--- src/pkg/fpc_pkg.sv ---
package fpc_pkg;

   // Byte addresses on the register port
   localparam logic [7:0] ADDR_CMD_INDEX   = 8'h02;
   localparam logic [7:0] ADDR_STATUS      = 8'h06;
   localparam logic [7:0] ADDR_PFLASH_PROT = 8'h08;
   localparam logic [7:0] ADDR_EEPROM_PROT = 8'h09;
   localparam logic [7:0] ADDR_OPTION      = 8'h0A;
   localparam logic [7:0] ADDR_FACTORY_RSV = 8'h0B;
   localparam logic [7:0] ADDR_CCOB_FIRST  = 8'h0C;
   localparam logic [7:0] ADDR_CCOB_LAST   = 8'h17;
   localparam int         CCOB_WORDS       = 6;

   // Status register bit positions
   localparam int STAT_COMMAND_COMPLETE_FLAG_BIT = 7;
   localparam int STAT_VIOL_BIT = 5;

   // Program-flash protection field positions
   localparam int PF_OPEN_BIT   = 7;
   localparam int PF_RSV_BIT    = 6;
   localparam int PF_HDIS_BIT   = 5;
   localparam int PF_HS_LSB     = 3;
   localparam int PF_LDIS_BIT   = 2;
   localparam int PF_LS_LSB     = 0;

   // EEPROM protection field positions
   localparam int EE_OPEN_BIT   = 7;
   localparam int EE_SIZE_LSB   = 0;

   // Fully protected values used before load and on double-bit fault
   localparam logic [7:0] PF_PROT_SAFE = 8'h7F;
   localparam logic [7:0] EE_PROT_SAFE = 8'h03;
   localparam logic [7:0] OPTION_SAFE  = 8'hFF;
   localparam logic [7:0] EE_PROT_MASK = 8'h83;

   // Row = present scenario, bit = permitted next scenario
   localparam logic [7:0][7:0] PF_ALLOWED = {8'hFF, 8'h5A, 8'h3C, 8'h18,
                                             8'h08, 8'h0C, 8'h0A, 8'h0F};

   // EEPROM address window
   localparam logic [23:0] EE_BASE = 24'h10_0000;
   localparam logic [23:0] EE_SPAN = 24'h00_1000;

   // Command codes checked against EEPROM protection
   localparam logic [7:0] CMD_ERASE_BLOCK  = 8'h09;
   localparam logic [7:0] CMD_EE_PROGRAM   = 8'h20;
   localparam logic [7:0] CMD_EE_ERASE_SEC = 8'h21;

   typedef logic [CCOB_WORDS-1:0][15:0] fpc_words_t;

   typedef struct packed {
      logic [7:0] pflash_prot;
      logic [7:0] eeprom_prot;
      logic [7:0] option;
      logic       pflash_fault;
      logic       eeprom_fault;
      logic       option_fault;
   } fpc_cfg_s;

   typedef struct packed {
      fpc_words_t words;
      logic [2:0] word_index;
   } fpc_cmd_s;

   typedef enum logic {
      FPC_LOADING = 1'b0,
      FPC_RUN     = 1'b1
   } fpc_state_e;

endpackage

--- src/hdl/fpc_regs.sv ---
// Functional notes
// - Normal mode ignores program-flash protection writes to a scenario not permitted.
// - Permitted scenario moves follow the fixed from/to table, scenario 7 reaches all.
// - Program-flash protection register reads back the scenario actually in force.
// - Normal mode EEPROM protection writes must grow size; open bit only 1 to 0.
// - EEPROM open bit 7 set disables protection; clear protects the size range.
// - Special mode writes EEPROM open bit and size freely.
// - EEPROM protection loaded from configuration byte during reset sequence.
// - Program or erase hitting protected EEPROM is refused and sets violation flag.
// - Whole EEPROM block erase refused while any EEPROM sector is protected.
// - Size field 00..11 protects 32, 64, 96 or 128 bytes from base.
// - Option register readable in all bits, writes have no effect.
// - Option register loaded with all eight bits from configuration byte at reset.
// - Double-bit fault on option phrase sets every option bit.
// - Factory reserved register reads zero, ignores writes.
// - Command object array is six 16-bit words, byte readable and writable.
// - Writing 1 to completion flag clears it and hands array to controller.
// - Array locked while flag clear; flag set again when command finishes.
// - Command results land in the array, valid once flag is back to 1.
// - Word 0 is code and address high byte, word 1 address low, 2..5 data.
// - Range size fields writable only while their range disable bit is set.
`timescale 1ns/10ps
module fpc_regs (
   input  wire logic                 ref_clk_in,
   input  wire logic                 srst_in,
   input  wire logic                 special_mode_in,
   input  wire logic [7:0]           addr_in,
   input  wire logic [7:0]           wr_data_in,
   input  wire logic                 wr_en_in,
   input  wire logic                 rd_en_in,
   output logic [7:0]                rd_data_out,
   input  wire fpc_pkg::fpc_cfg_s    cfg_in,
   input  wire logic                 cfg_valid_in,
   output fpc_pkg::fpc_cmd_s         cmd_out,
   output logic                      cmd_launch_out,
   input  wire logic                 cmd_done_in,
   input  wire fpc_pkg::fpc_words_t  result_in,
   input  wire logic [5:0]           result_we_in,
   output logic                      command_complete_flag_out,
   output logic                      viol_out,
   output logic [7:0]                pflash_prot_out,
   output logic [7:0]                eeprom_prot_out,
   output logic [7:0]                option_out,
   output logic                      loaded_out
);

   fpc_pkg::fpc_state_e  state_ff;
   fpc_pkg::fpc_state_e  nxt_state;
   fpc_pkg::fpc_words_t  ccob_ff;
   fpc_pkg::fpc_words_t  nxt_ccob;
   fpc_pkg::fpc_cmd_s    cmd_ff;
   fpc_pkg::fpc_cmd_s    nxt_cmd;
   logic [2:0]           index_ff;
   logic [2:0]           nxt_index;
   logic [7:0]           pf_ff;
   logic [7:0]           nxt_pf;
   logic [7:0]           ee_ff;
   logic [7:0]           nxt_ee;
   logic [7:0]           opt_ff;
   logic [7:0]           nxt_opt;
   logic                 command_complete_flag_ff;
   logic                 nxt_command_complete_flag;
   logic                 viol_ff;
   logic                 nxt_viol;
   logic                 launch_ff;
   logic                 nxt_launch;
   logic [7:0]           rd_ff;
   logic [7:0]           nxt_rd;

   function automatic logic is_ccob(input logic [7:0] a);
      is_ccob = (a >= fpc_pkg::ADDR_CCOB_FIRST) && (a <= fpc_pkg::ADDR_CCOB_LAST);
   endfunction

   function automatic logic [2:0] ccob_word(input logic [7:0] a);
      logic [7:0] off;
      off = a - fpc_pkg::ADDR_CCOB_FIRST;
      ccob_word = off[3:1];
   endfunction

   function automatic logic [2:0] scenario(input logic [7:0] p);
      scenario = {p[fpc_pkg::PF_OPEN_BIT], p[fpc_pkg::PF_HDIS_BIT],
                  p[fpc_pkg::PF_LDIS_BIT]};
   endfunction

   // EEPROM protection check of a pending command
   function automatic logic ee_refused(input logic [7:0] prot,
                                       input fpc_pkg::fpc_words_t w);
      logic [23:0] addr;
      logic [23:0] off;
      logic        in_ee;
      logic        open;
      addr  = {w[0][7:0], w[1]};
      off   = addr - fpc_pkg::EE_BASE;
      in_ee = (addr >= fpc_pkg::EE_BASE) && (off < fpc_pkg::EE_SPAN);
      open  = prot[fpc_pkg::EE_OPEN_BIT];
      ee_refused = 1'b0;
      if (in_ee && !open)
      begin
         if (w[0][15:8] == fpc_pkg::CMD_EE_PROGRAM ||
             w[0][15:8] == fpc_pkg::CMD_EE_ERASE_SEC)
         begin
            // Region is (size+1) * 32 bytes from base
            ee_refused = (off[23:7] == 17'h0_0000) &&
                         (off[6:5] <= prot[fpc_pkg::EE_SIZE_LSB +: 2]);
         end
         else if (w[0][15:8] == fpc_pkg::CMD_ERASE_BLOCK)
         begin
            // Open clear always protects at least one sector
            ee_refused = 1'b1;
         end
      end
   endfunction

   // Program-flash protection write filter
   function automatic logic [7:0] pf_write(input logic [7:0] cur,
                                           input logic [7:0] req,
                                           input logic       special);
      logic [7:0] res;
      res = cur;
      if (special || fpc_pkg::PF_ALLOWED[scenario(cur)][scenario(req)])
      begin
         res[fpc_pkg::PF_OPEN_BIT] = req[fpc_pkg::PF_OPEN_BIT];
         res[fpc_pkg::PF_HDIS_BIT] = req[fpc_pkg::PF_HDIS_BIT];
         res[fpc_pkg::PF_LDIS_BIT] = req[fpc_pkg::PF_LDIS_BIT];
         if (cur[fpc_pkg::PF_HDIS_BIT])
         begin
            res[fpc_pkg::PF_HS_LSB +: 2] = req[fpc_pkg::PF_HS_LSB +: 2];
         end
         if (cur[fpc_pkg::PF_LDIS_BIT])
         begin
            res[fpc_pkg::PF_LS_LSB +: 2] = req[fpc_pkg::PF_LS_LSB +: 2];
         end
      end
      pf_write = res;
   endfunction

   // EEPROM protection write filter
   function automatic logic [7:0] ee_write(input logic [7:0] cur,
                                           input logic [7:0] req,
                                           input logic       special);
      logic       c_open;
      logic       r_open;
      logic [1:0] c_size;
      logic [1:0] r_size;
      logic       take;
      c_open = cur[fpc_pkg::EE_OPEN_BIT];
      r_open = req[fpc_pkg::EE_OPEN_BIT];
      c_size = cur[fpc_pkg::EE_SIZE_LSB +: 2];
      r_size = req[fpc_pkg::EE_SIZE_LSB +: 2];
      if (special)
      begin
         take = 1'b1;
      end
      else if (c_open)
      begin
         // Size is irrelevant while open, so any open-to-closed or stay-open write is growth
         take = 1'b1;
      end
      else
      begin
         take = !r_open && (r_size > c_size);
      end
      ee_write = take ? (req & fpc_pkg::EE_PROT_MASK) : cur;
   endfunction

   // Protection group: load state, program-flash, EEPROM and option bytes
   always_comb
   begin
      nxt_state  = state_ff;
      nxt_pf     = pf_ff;
      nxt_ee     = ee_ff;
      nxt_opt    = opt_ff;

      unique case (state_ff)
         fpc_pkg::FPC_LOADING:
         begin
            // Bus writes are dropped until the configuration bytes are in
            if (cfg_valid_in)
            begin
               nxt_pf  = cfg_in.pflash_fault ? fpc_pkg::PF_PROT_SAFE : cfg_in.pflash_prot;
               nxt_ee  = cfg_in.eeprom_fault ? fpc_pkg::EE_PROT_SAFE :
                         (cfg_in.eeprom_prot & fpc_pkg::EE_PROT_MASK);
               nxt_opt = cfg_in.option_fault ? fpc_pkg::OPTION_SAFE :
                         cfg_in.option;
               nxt_state = fpc_pkg::FPC_RUN;
            end
         end
         fpc_pkg::FPC_RUN:
         begin
            if (wr_en_in)
            begin
               if (addr_in == fpc_pkg::ADDR_PFLASH_PROT)
               begin
                  nxt_pf = pf_write(pf_ff, wr_data_in, special_mode_in);
               end
               else if (addr_in == fpc_pkg::ADDR_EEPROM_PROT)
               begin
                  nxt_ee = ee_write(ee_ff, wr_data_in, special_mode_in);
               end
               // Option and factory registers ignore writes
            end
         end
      endcase
   end

   // Command group: array, index, flags and the hand-over to the controller
   always_comb
   begin
      nxt_ccob   = ccob_ff;
      nxt_cmd    = cmd_ff;
      nxt_index  = index_ff;
      nxt_command_complete_flag   = command_complete_flag_ff;
      nxt_viol   = viol_ff;
      nxt_launch = 1'b0;

      unique case (state_ff)
         fpc_pkg::FPC_LOADING:
         begin
            // Array, index and status writes wait for the load as well
         end
         fpc_pkg::FPC_RUN:
         begin
            if (wr_en_in)
            begin
               if (addr_in == fpc_pkg::ADDR_CMD_INDEX && command_complete_flag_ff)
               begin
                  nxt_index = wr_data_in[2:0];
               end
               else if (is_ccob(addr_in) && command_complete_flag_ff)
               begin
                  if (addr_in[0])
                  begin
                     nxt_ccob[ccob_word(addr_in)][7:0] = wr_data_in;
                  end
                  else
                  begin
                     nxt_ccob[ccob_word(addr_in)][15:8] = wr_data_in;
                  end
               end
               else if (addr_in == fpc_pkg::ADDR_STATUS)
               begin
                  if (wr_data_in[fpc_pkg::STAT_VIOL_BIT])
                  begin
                     nxt_viol = 1'b0;
                  end
                  if (wr_data_in[fpc_pkg::STAT_COMMAND_COMPLETE_FLAG_BIT] && command_complete_flag_ff)
                  begin
                     if (ee_refused(ee_ff, ccob_ff))
                     begin
                        // Refused command never reaches the controller
                        nxt_viol = 1'b1;
                     end
                     else
                     begin
                        nxt_command_complete_flag   = 1'b0;
                        nxt_launch = 1'b1;
                        nxt_cmd.words      = ccob_ff;
                        nxt_cmd.word_index = index_ff;
                     end
                  end
               end
            end
            if (cmd_done_in && !command_complete_flag_ff)
            begin
               nxt_command_complete_flag = 1'b1;
               for (int i = 0; i < fpc_pkg::CCOB_WORDS; i++)
               begin
                  if (result_we_in[i])
                  begin
                     nxt_ccob[i] = result_in[i];
                  end
               end
            end
         end
      endcase
   end

   // Read group: data stand one cycle only, then fall back to zero
   always_comb
   begin
      nxt_rd = 8'h00;
      if (rd_en_in)
      begin
         if (addr_in == fpc_pkg::ADDR_PFLASH_PROT)
         begin
            nxt_rd = pf_ff;
         end
         else if (addr_in == fpc_pkg::ADDR_EEPROM_PROT)
         begin
            nxt_rd = ee_ff;
         end
         else if (addr_in == fpc_pkg::ADDR_OPTION)
         begin
            nxt_rd = opt_ff;
         end
         else if (addr_in == fpc_pkg::ADDR_FACTORY_RSV)
         begin
            nxt_rd = 8'h00;
         end
         else if (addr_in == fpc_pkg::ADDR_CMD_INDEX)
         begin
            nxt_rd = {5'h00, index_ff};
         end
         else if (addr_in == fpc_pkg::ADDR_STATUS)
         begin
            nxt_rd[fpc_pkg::STAT_COMMAND_COMPLETE_FLAG_BIT] = command_complete_flag_ff;
            nxt_rd[fpc_pkg::STAT_VIOL_BIT] = viol_ff;
         end
         else if (is_ccob(addr_in))
         begin
            nxt_rd = addr_in[0] ? ccob_ff[ccob_word(addr_in)][7:0] :
                                  ccob_ff[ccob_word(addr_in)][15:8];
         end
      end
   end

   always_ff @(posedge ref_clk_in)
   begin
      if (srst_in)
      begin
         state_ff  <= fpc_pkg::FPC_LOADING;
         pf_ff     <= fpc_pkg::PF_PROT_SAFE;
         ee_ff     <= fpc_pkg::EE_PROT_SAFE;
         opt_ff    <= fpc_pkg::OPTION_SAFE;
      end
      else
      begin
         state_ff  <= nxt_state;
         pf_ff     <= nxt_pf;
         ee_ff     <= nxt_ee;
         opt_ff    <= nxt_opt;
      end
   end

   always_ff @(posedge ref_clk_in)
   begin
      if (srst_in)
      begin
         ccob_ff   <= '0;
         cmd_ff    <= '0;
         index_ff  <= 3'h0;
         command_complete_flag_ff   <= 1'b1;
         viol_ff   <= 1'b0;
         launch_ff <= 1'b0;
      end
      else
      begin
         ccob_ff   <= nxt_ccob;
         cmd_ff    <= nxt_cmd;
         index_ff  <= nxt_index;
         command_complete_flag_ff   <= nxt_command_complete_flag;
         viol_ff   <= nxt_viol;
         launch_ff <= nxt_launch;
      end
   end

   always_ff @(posedge ref_clk_in)
   begin
      if (srst_in)
      begin
         rd_ff     <= 8'h00;
      end
      else
      begin
         rd_ff     <= nxt_rd;
      end
   end

   assign rd_data_out     = rd_ff;
   assign cmd_out         = cmd_ff;
   assign cmd_launch_out  = launch_ff;
   assign command_complete_flag_out        = command_complete_flag_ff;
   assign viol_out        = viol_ff;
   assign pflash_prot_out = pf_ff;
   assign eeprom_prot_out = ee_ff;
   assign option_out      = opt_ff;
   assign loaded_out      = state_ff;

endmodule

--- config.mk ---
export PLATFORM = sky130hd
export DESIGN_NAME = fpc_regs
export DESIGN_NICKNAME = d
export VERILOG_FILES = /design/src/pkg/fpc_pkg.sv /design/src/hdl/fpc_regs.sv
export SDC_FILE = /design/constraint.sdc
export NUM_CORES = 1
export LEC_CHECK = 0
export ABC_AREA = 1
export CAP_MARGIN = 0
export CORE_MARGIN = 3
export CORE_UTILIZATION = 45
export DETAILED_ROUTE_END_ITERATION = 6
export DONT_BUFFER_PORTS = 1
export PLACE_DENSITY = 0.66
export SYNTH_ARGS = -nofsm -noshare
export SYNTH_HDL_FRONTEND = slang
export SYNTH_SLANG_ARGS = --single-unit
--- constraint.sdc ---
create_clock -name ref_clk_in -period 3 [get_ports ref_clk_in]
set_clock_uncertainty 0.05 [all_clocks]
set_input_delay 0.3 -clock ref_clk_in [delete_from_list [all_inputs] [get_ports ref_clk_in]]
set_output_delay 0.3 -clock ref_clk_in [all_outputs]
set_load 0.01 [all_outputs]
-- Word-level counts from Yosys, hierarchy flattened
Memory sizes are Yosys's and may differ from the RTL's. A register that Yosys moved wholly into a read port is not among the register bits.
Cells that the tools add are included.
- add/sub/neg operators: 2
- $mul: 0
- div/mod/pow operators: 0
- order comparisons: 10
- eq/ne operators: 21
- shift operators: 0
- mux-type cells: 80
- bitwise operators: 8
- reduce and logical (&&, ||, !) cells: 31
- operators by type and width (cell ; number):
    $mux W96 ; 5
    $bwmux W96 ; 2
    $mux W8 ; 20
    $mux W16 ; 8
    $demux W16 S3 ; 2
    $bmux W16 S3 ; 1
    $eq A8 B4 Y1 const B ; 5
    $mux W1 ; 33
    $pmux W8 S2 ; 2
    $ge A24 B21 Y1 const B ; 1
    $lt A24 B13 Y1 const B ; 1
    $sub A24 B21 Y24 const B ; 1
    $reduce_and A5 Y1 ; 4
    $ne A2 B1 Y1 const B ; 9
    $logic_not A17 Y1 ; 1
    $eq A8 B6 Y1 const B ; 2
    $reduce_and A7 Y1 ; 2
    $lt A3 B4 Y1 const B ; 3
    $logic_and A1 B1 Y1 ; 10
    $eq A8 B2 Y1 const B ; 1
    $eq A8 B3 Y1 const B ; 1
    $ge A8 B4 Y1 const B ; 1
    $le A8 B5 Y1 const B ; 1
    $not A1 Y1 ; 8
    18 further kinds ; 28
- flip-flop bits (word level): 234
- latch bits: 0
- bits in writable memories: 0
- bits in read-only memories: 64
- output and inout port bits: 135
- word-level logic and storage cells: 178
- memories: 1
- memories (name ; words ; width ; rd ports ; clocked after Yosys merged registers in ; wr ports ; line ; source):
    (no name shown) ; 8 ; 8 ; 1 ; 1 ; 0 ; fpc_regs.sv:120 ; if (special || fpc_pkg::PF_ALLOWED[scenario(cur)][scenario(req)])

-- Depth between registers and ports, before layout
Gate-level depths: netlist (run 1).
- depth in word-level cells: 18
- mapped depth: 15
- mapped depth without buffers: 13

-- Worst setup path after synthesis (run 1)
Ideal clock, no wire load.
- kind: in2reg
- from: input port addr_in[2]
- to: register ccob_ff[79] (netlist name)
- arrival time: 2091 ps
- data required time: 2818 ps
- path slack: 726 ps
- cell stages on the path: 14
- path through: clkbuf_1 > inv_1 > ha_1 > inv_1 > nor2_4 > nand2_2 > nand2_1 > nor2_4 > buf_2 > nand2_1 > nand2_1 > nand3_1 > nand2_1 > a21oi_1
- longest elaborated chain between the ends: 12
- ends and longest elaborated chain (what ; line ; source):
    start: declaration ; fpc_regs.sv:27 ; input wire logic [7:0] addr_in,
    $sub A4 B4 Y4 ; fpc_regs.sv:76 ; off = a - fpc_pkg::ADDR_CCOB_FIRST;
    $lt A3 B4 Y1 (implied by the code) or $ge A3 B1 Y1 (tied branches) ; fpc_regs.sv:237 ; nxt_ccob[ccob_word(addr_in)][15:8] = wr_data_in;
    $logic_and A1 B1 Y1 (implied by the code) ; fpc_regs.sv:237 ;
    $mux W16 (implied by the code) ; fpc_regs.sv:237 ;
    $demux W16 S3 ; fpc_regs.sv:237 ;
    $bwmux W96 ; fpc_regs.sv:237 ;
    $mux W96 ; fpc_regs.sv:231 ; if (addr_in[0])
    $mux W96 ; fpc_regs.sv:229 ; else if (is_ccob(addr_in) && command_complete_flag_ff)
    $mux W96 (*) ; fpc_regs.sv:225 ; if (addr_in == fpc_pkg::ADDR_CMD_INDEX && command_complete_flag_ff)
    $mux W96 (*) ; fpc_regs.sv:223 ; if (wr_en_in)
    $mux W16 ; fpc_regs.sv:268 ; if (result_we_in[i])
    $mux W96 (*) ; fpc_regs.sv:263 ; if (cmd_done_in && !command_complete_flag_ff)
    end signal: assignment ; fpc_regs.sv:348 ; ccob_ff <= nxt_ccob;
    end: declaration ; fpc_regs.sv:49 ; fpc_pkg::fpc_words_t ccob_ff;
Every way passes the cells marked *; elsewhere a longest branch is shown, timed or not.
A chain may end at the register's enable or synchronous reset.

-- Final worst setup path (run 1)
- from: register command_complete_flag_ff (netlist: command_complete_flag_out)
- to: register ccob_ff[55] (netlist name)
- longest elaborated chain between the ends: 6
- ends and longest elaborated chain (what ; line ; source):
    start: declaration ; fpc_regs.sv:61 ; logic command_complete_flag_ff;
    start signal: assignment ; fpc_regs.sv:351 ; command_complete_flag_ff <= nxt_command_complete_flag;
    $logic_and A1 B1 Y1 ; fpc_regs.sv:229 ;
    $mux W96 ; fpc_regs.sv:229 ;
    $mux W96 ; fpc_regs.sv:225 ;
    $mux W96 ; fpc_regs.sv:223 ;
    $mux W16 ; fpc_regs.sv:268 ;
    $mux W96 (*) ; fpc_regs.sv:263 ;
Marks and branches as above.

==> reports/metrics.cfg, run 1 <==
[hold_path]
min-delay-start = wr_data_in[7]
whs_endpoint = viol_out
whs_path_depth = 4
min_path_type = input pin to flop

[floorplanning]
core_area_um2 = 28100
rows = 61
ios = 287
die_w_um = 176
die_area_um2 = 30900
die_h_um = 176
start_util_pct = 46.2

[setup_path]
reg2regPathDepth = 9
path_delay_family = buffers and inverters
cp_max_fo = 22
crit_path_end_kind = flop
crit_path_top_delay_cell = dlygate4sd3_1
crit_path_max_incr_delay_ns = 0.54
critPathMostFrequentCell = nand2_1
path_cells = inv_1, nand2_1, clkinvlp_4, nand2_2, buf_4, nand3_1, nand2_1, dlygate4sd3_1, a21oi_1
worst_setup_path_start_kind = flop
crit_buf_inv = 4
crit_arrival_ns = 3.21
reg2reg_slack_ns = 0.14
required_ns = 3.36
r2r_end = ccob_ff[55]
r2r_start = command_complete_flag_out
critical_path_class = flop to flop

[pwr]
vdd_drop_max_mv = 0.416
power_density_nw_per_um2 = 485
p_total_w = 0.00743
p_leak_nw = 7.24

[finish]
area_delta_synth_final_pct = 18.1
fin_cells = 2613
final_nets = 2376
final_util_pct = 54.5
fillers = 2791
drive_above_1_share_pct = 4.34

[clocking]
cts-root-buf = clkbuf_16
worstSkewPairLatency_ns = 0.55
cts_sinks = 236
clkSlewWorstSetupHoldPaths_ns = 0.06
post_cts_buffers = 0
htree_levels = 1
cts_buffers = 27
cts_buffer_depth = 3
cts_tree = built

[drt]
drt-initial-drc-count = 1282
drt-pass1-iter-count = 5
wirelength_mm = 45.9
vias = 13692
ant_nets = 0
vias_per_cell = 5.24
drt_drc_violations_left = 0
wire_per_inst_um = 17.6

[placement]
gp_congestion = 0.918
placed_cells = 2441
place_ws_ns = 0.418
place_hpwl_mm = 29.5
numPortBuffers = 0

[timing]
worstMarginPinSlew_ns = 1.03
min_period_ns = 2.86
setup_tns_ns = 0
finalMaxSlewViolations = 0
post-route-period-util_pct = 95.2
relSlewSlack_pct = 31.2
fmax_mhz = 350
hold_violations = 0
setup_viol = 0
rsz0062_at_grt = no
setup_ws_ns = 0.144

[synth]
syn_area_um2 = 13000
yosys_warnings = 0
syn_area_per_cell_um2 = 5.99
synth_ff_type = dfxtp_1
synth_edf_count = 0
ys_ff_latch = 236
synth.distinct_cells = 35
synth_cells = 2166
ys_async_sr_fraction_pct = 0
ys_seq_area_share_pct = 36.4

[global_routing]
grt_max_degree = 104
grt_pass1_vias = 12754
antenna_found_initial = 0
grt_overflow = 0
grt.total_usage_pct = 28.4
grt_pass1_wl_mm = 71.0

[job]
drv_cap = 0

[run_status]
status = complete, no violations

## layout by cell type (no fill, tap or decap), drive strengths merged, types with 11 or more instances in the layout
| cell type | instances |
|---|---|
| dfxtp | 236 |
| o21ai | 63 |
| nor2 | 483 |
| buf | 26 |
| dlygate4sd3 | 120 |
| clkinv | 13 |
| nand2 | 635 |
| ha | 11 |
| nand3 | 251 |
| a21oi | 124 |
| o211ai | 22 |
| clkbuf | 35 |
| inv | 178 |
## how the worst max path moves through the flow
stage,startpoint,to,depth (start not counted)
2_1_floorplan,addr_in[2],ccob_ff[79],14
3_3_place_gp,addr_in[2],ccob_ff[92],13
3_5_place_dp,addr_in[2],ccob_ff[92],13
4_1_cts,command_complete_flag_out,ccob_ff[81],9
5_1_grt,command_complete_flag_out,ccob_ff[55],9
6_report,command_complete_flag_out,ccob_ff[55],9
## through the flow
step                area (um^2)  hold slack, ns
CTS                       15300       0.0000562
finish                    15300         0.00843
floorplan                 13000           0.360
detailed placement        13100           0.336
global placement          13100           0.337
global route              15300          0.0100
## sequential cells by signal (all words and copies together), names as in the netlist, named ones only
register and flops:
ccob_ff 96, pflash_prot_out 8, command_complete_flag_out 1, viol_out 1, eeprom_prot_out 3, rd_data_out 8, cmd_launch_out 1, index_ff 3
cmd_out 99, loaded_out 1, option_out 8
## synth_stat cells (all sizes together), types with 5 or more instances
library cell	n	share of area [%]
inv	179	5.2
a21oi	124	4.8
ha	11	1.1
or2	5	0.24
clkbuf	76	2.2
o22ai	8	0.39
dfxtp	236	36
buf	56	2.7
nand2	635	18
nand3	251	9.7
nor2	483	14
o211ai	22	1.3
o21ai	63	2.4
## final cells by class
cell class                 count  area, um^2  share of cell area, %
timing repair buffer         146        1490                   9.74
inverter                     182         691                   4.51
tap                          378         473                   3.09
clock inverter                15         208                   1.36
antenna                        1        2.50                 0.0163
sequential                   236        4720                   30.9
multi-input combinational   1620        6960                   45.5
clock buffer                  35         756                   4.94
## worst reg2reg max path, delay by kind of cell, from the launching register on
family / cells / cell delay [ns]
compound gates: 1 / 0.06
buf+inv: 4 / 1.43
flops: 1 / 0.49
simple gates: 4 / 0.71
## metal layers
metal / share of wire (%) / track usage [%]
met4: 2.7 / 7.82
met2: 45 / 45.9
met5: 0 / 0
met3: 9.4 / 6.42
met1: 42 / 38.2
## timing repair
item                       4_1_cts  5_1_grt
setup endpoints to repair        0        7
resized for setup                0        6
hold buffers                   121        0
hold endpoints to repair       126        0
## kinds of logic (layout without fill, tap and decap cells)
| logic type | Yosys count | count (layout) | synth area share [%] |
|---|---|---|---|
| AND/OR/NAND/NOR | 1381 | 1381 | 43.0 |
| buffers and inverters | 314 | 378 | 10.2 |
| flip-flops | 236 | 236 | 36.4 |
| AO/OA/AOI/OAI | 220 | 220 | 9.06 |
| adder cells (fa/ha/maj) | 11 | 11 | 1.06 |
| XOR/XNOR | 3 | 3 | 0.203 |
| other | 1 | 6 | 0.0289 |
## report_power, final
part | internal [W] | total (W) | switching, W
Combinational | 0.000228 | 0.000617 | 0.000388
Sequential | 0.00317 | 0.00321 | 0.0000417
Clock | 0.00220 | 0.00360 | 0.00140
No activity file was read; power rests on OpenSTA's default activity.
==> inputs of run 2 (changes only) <==
--- a/config.mk
+++ b/config.mk
@@ -5,7 +5,6 @@
 export SDC_FILE = /design/constraint.sdc
 export NUM_CORES = 1
 export LEC_CHECK = 0
-export ABC_AREA = 1
 export CAP_MARGIN = 0
 export CORE_MARGIN = 3
 export CORE_UTILIZATION = 45
==> reports/metrics.cfg, run 2 <==
[clocking]
cts-root-buf = clkbuf_16
cts_buffer_depth = 3  ; unchanged
cts_tree = built
cts_resized = 0  ; unchanged
htree_levels = 1  ; unchanged
cts_buffers = 25  ; -7.4%
clkSlewWorstSetupHoldPaths_ns = 0.07  ; about the same
cts_sinks = 236  ; unchanged
worstSkewPairLatency_ns = 0.55  ; about the same

[global_routing]
grt_overflow = 0  ; unchanged
grt_pass1_vias = 10778  ; -15%
grt_max_degree = 153  ; +47%
grt_pass1_wl_mm = 67.1  ; -5.6%
antenna_found_initial = 6  ; +6
grt.total_usage_pct = 32.0  ; +3.6 points

[hold_path]
min_path_type = input pin to flop
whs_path_depth = 2  ; -2

[synth]
ys_async_sr_fraction_pct = 0  ; unchanged
synth_common_cells = 236 x dfxtp_1, 165 x nor2_1, 163 x a21oi_1
synth_cells = 1365  ; -37%
syn_area_um2 = 11400  ; -12%
synthTopCellsByArea = dfxtp_1 41%, a21oi_1 7.1%, nor2_1 5.4%, mux4_2 4.9%, nand3_1 4.7%
yosysTopAreaCellShare_pct = 41.3  ; +4.8 points
yosys.cell_count.top_type = dfxtp_1
ys_ff_latch = 236  ; unchanged
ys_seq_area_share_pct = 41.3  ; +4.8 points
synth.distinct_cells = 66  ; +89%
yosys_warnings = 0  ; unchanged
synth_top_area_cell = dfxtp_1
synth_ff_type = dfxtp_1
synth_edf_count = 0  ; unchanged
syn_area_per_cell_um2 = 8.39  ; +40%

[timing]
setup_viol = 0  ; unchanged
post-route-period-util_pct = 93.4  ; -1.8 points
rsz0062_at_grt = no
worstMarginPinSlew_ns = 0.733  ; -0.295 ns
min_period_ns = 2.80  ; -0.0553 ns
relSlewSlack_pct = 51.1  ; +20 points
finalMaxSlewViolations = 0  ; unchanged
fmax_mhz = 357  ; +2.0%
timing.hold.ws_ns = 0.0149  ; +0.00649 ns
setup_tns_ns = 0  ; unchanged
hold_violations = 0  ; unchanged

[drt]
wirelength_mm = 45.7  ; -0.54%
vias = 11418  ; -17%
drt_drc_violations_left = 0  ; unchanged
drt-pass1-iter-count = 5  ; unchanged
wire_per_inst_um = 25.5  ; +45%
drt-initial-drc-count = 1368  ; +6.7%
vias_per_cell = 6.39  ; +22%
ant_nets = 0  ; unchanged

[setup_path]
crit_path_top_delay_cell = dlygate4sd3_1
path_delay_family = compound AO/OA/AOI/OAI gates
critical_path_class = flop to flop
worst_setup_path_start_kind = flop
crit_path_max_incr_delay_ns = 0.57  ; +0.03 ns
reg2reg_slack_ns = 0.20  ; +0.06 ns
critPathMostFrequentCell = nand2_1
path_cells = nand2_1, a2111o_1, nor4b_2, o21ai_1, nand2_1, a21oi_1, dlygate4sd3_1
crit_path_end_kind = flop
crit_arrival_ns = 3.17  ; -0.04 ns
crit_buf_inv = 1  ; -3
required_ns = 3.37  ; about the same
cp_max_fo = 8  ; -64%
reg2regPathDepth = 7  ; -2
cp.depth = 7  ; -2

[finish]
layout.cells.most_common = dfxtp_1
largest_reg_flops = 99  ; unchanged
final-seq-area_um2 = 4730  ; about the same
final_cell_mix = 235 x dfxtp_1, 165 x nor2_1, 163 x a21oi_1, 146 x dlygate4sd3_1, 108 x nand3_1
multi_input_area_um2 = 6040  ; -13%
final_nets = 1608  ; -32%
n_antenna_cell = 0  ; -1
area_delta_synth_final_pct = 21.0
drive_above_1_share_pct = 10.8  ; +6.5 points
fillers = 2232  ; -20%

[placement]
gp_congestion = 0.935  ; +1.9%
place_hpwl_mm = 29.8  ; +1.2%
numPortBuffers = 0  ; unchanged

[floorplanning]
rows = 57  ; -6.6%
start_util_pct = 46.4  ; +0.22 points
die_area_um2 = 27400  ; -11%
core_area_um2 = 24700  ; -12%
die_w_um = 165  ; -5.8%
die_h_um = 165  ; -5.8%
ios = 287  ; unchanged

[pwr]
p_total_w = 0.00684  ; -7.9%
p_leak_nw = 4.88  ; -33%
vdd_drop_max_mv = 0.366  ; -12%
power_density_nw_per_um2 = 494  ; +1.8%

[job]
drv_cap = 0  ; unchanged

[run_status]
status = complete, no violations

## run 2: final cells by class
class / count / area share (%)
Sequential cell: 236 / 34.1
Inverter: 12 / 0.325
Clock buffer: 32 / 4.85
Multi-Input combinational cell: 990 / 43.6
Timing Repair Buffer: 180 / 13.0
Clock inverter: 14 / 1.17
Tap cell: 324 / 2.93
## run 2: layer usage
metal / part of all wire [%] / GRT usage (%) / vias to the layer above
li1: - / - / 5179
met1: 40 / 42.8 / 5452
met2: 44 / 49.6 / 648
met3: 12 / 9.50 / 127
met4: 3.8 / 10.7 / 12
met5: 0.18 / 0 / -
## run 2: per-stage QoR
step / area [um^2] / cells / setup slack (ns) / utilization [%]
final: 13900 / 1788 / 0.199 / 56.1
after global routing: 13900 / 1788 / 0.0819 / 56.1
after CTS: 13800 / 1785 / 0.135 / 56.0
after detailed placement: 11500 / 1593 / 0.273 / 46.7
after global placement: 11500 / 1593 / 0.374 / 46.7
after floorplan: 11500 / 1369 / 0.222 / -
## run 2: logic make-up after synthesis
family	Yosys count	synth area share (%)
other cells	1	0.0328
simple gates	452	18.6
fa+ha+maj	11	1.20
flops	236	41.3
compound gates	471	25.6
buf+inv	143	6.08
xor+xnor	3	0.230
mux	48	7.00
## run 2: path summary, 6_finish.rpt
path / start / end
max: command_complete_flag_out / ccob_ff[57]
min reg2reg: ccob_ff[82] / cmd_out[85]
min: wr_data_in[7] / ccob_ff[47]
max reg2reg: command_complete_flag_out / ccob_ff[57]
## run 2: where the power goes
part | total, W | switching, W | internal (W) | leakage, nW
clock | 0.00322 | 0.00136 | 0.00185 | 0.408
combinational | 0.000442 | 0.000256 | 0.000186 | 2.57
sequential | 0.00319 | 0.0000301 | 0.00316 | 1.90
total | 0.00684 | 0.00165 | 0.00519 | 4.88
## run 2: timing repair
| item | 4_1_cts | 5_1_grt |
|---|---|---|
| hold buffers | 146 | 1 |
| endpoints found under the setup margin | 0 | 19 |
| buffers inserted | 0 | 2 |
| hold endpoints to repair | 222 | 1 |
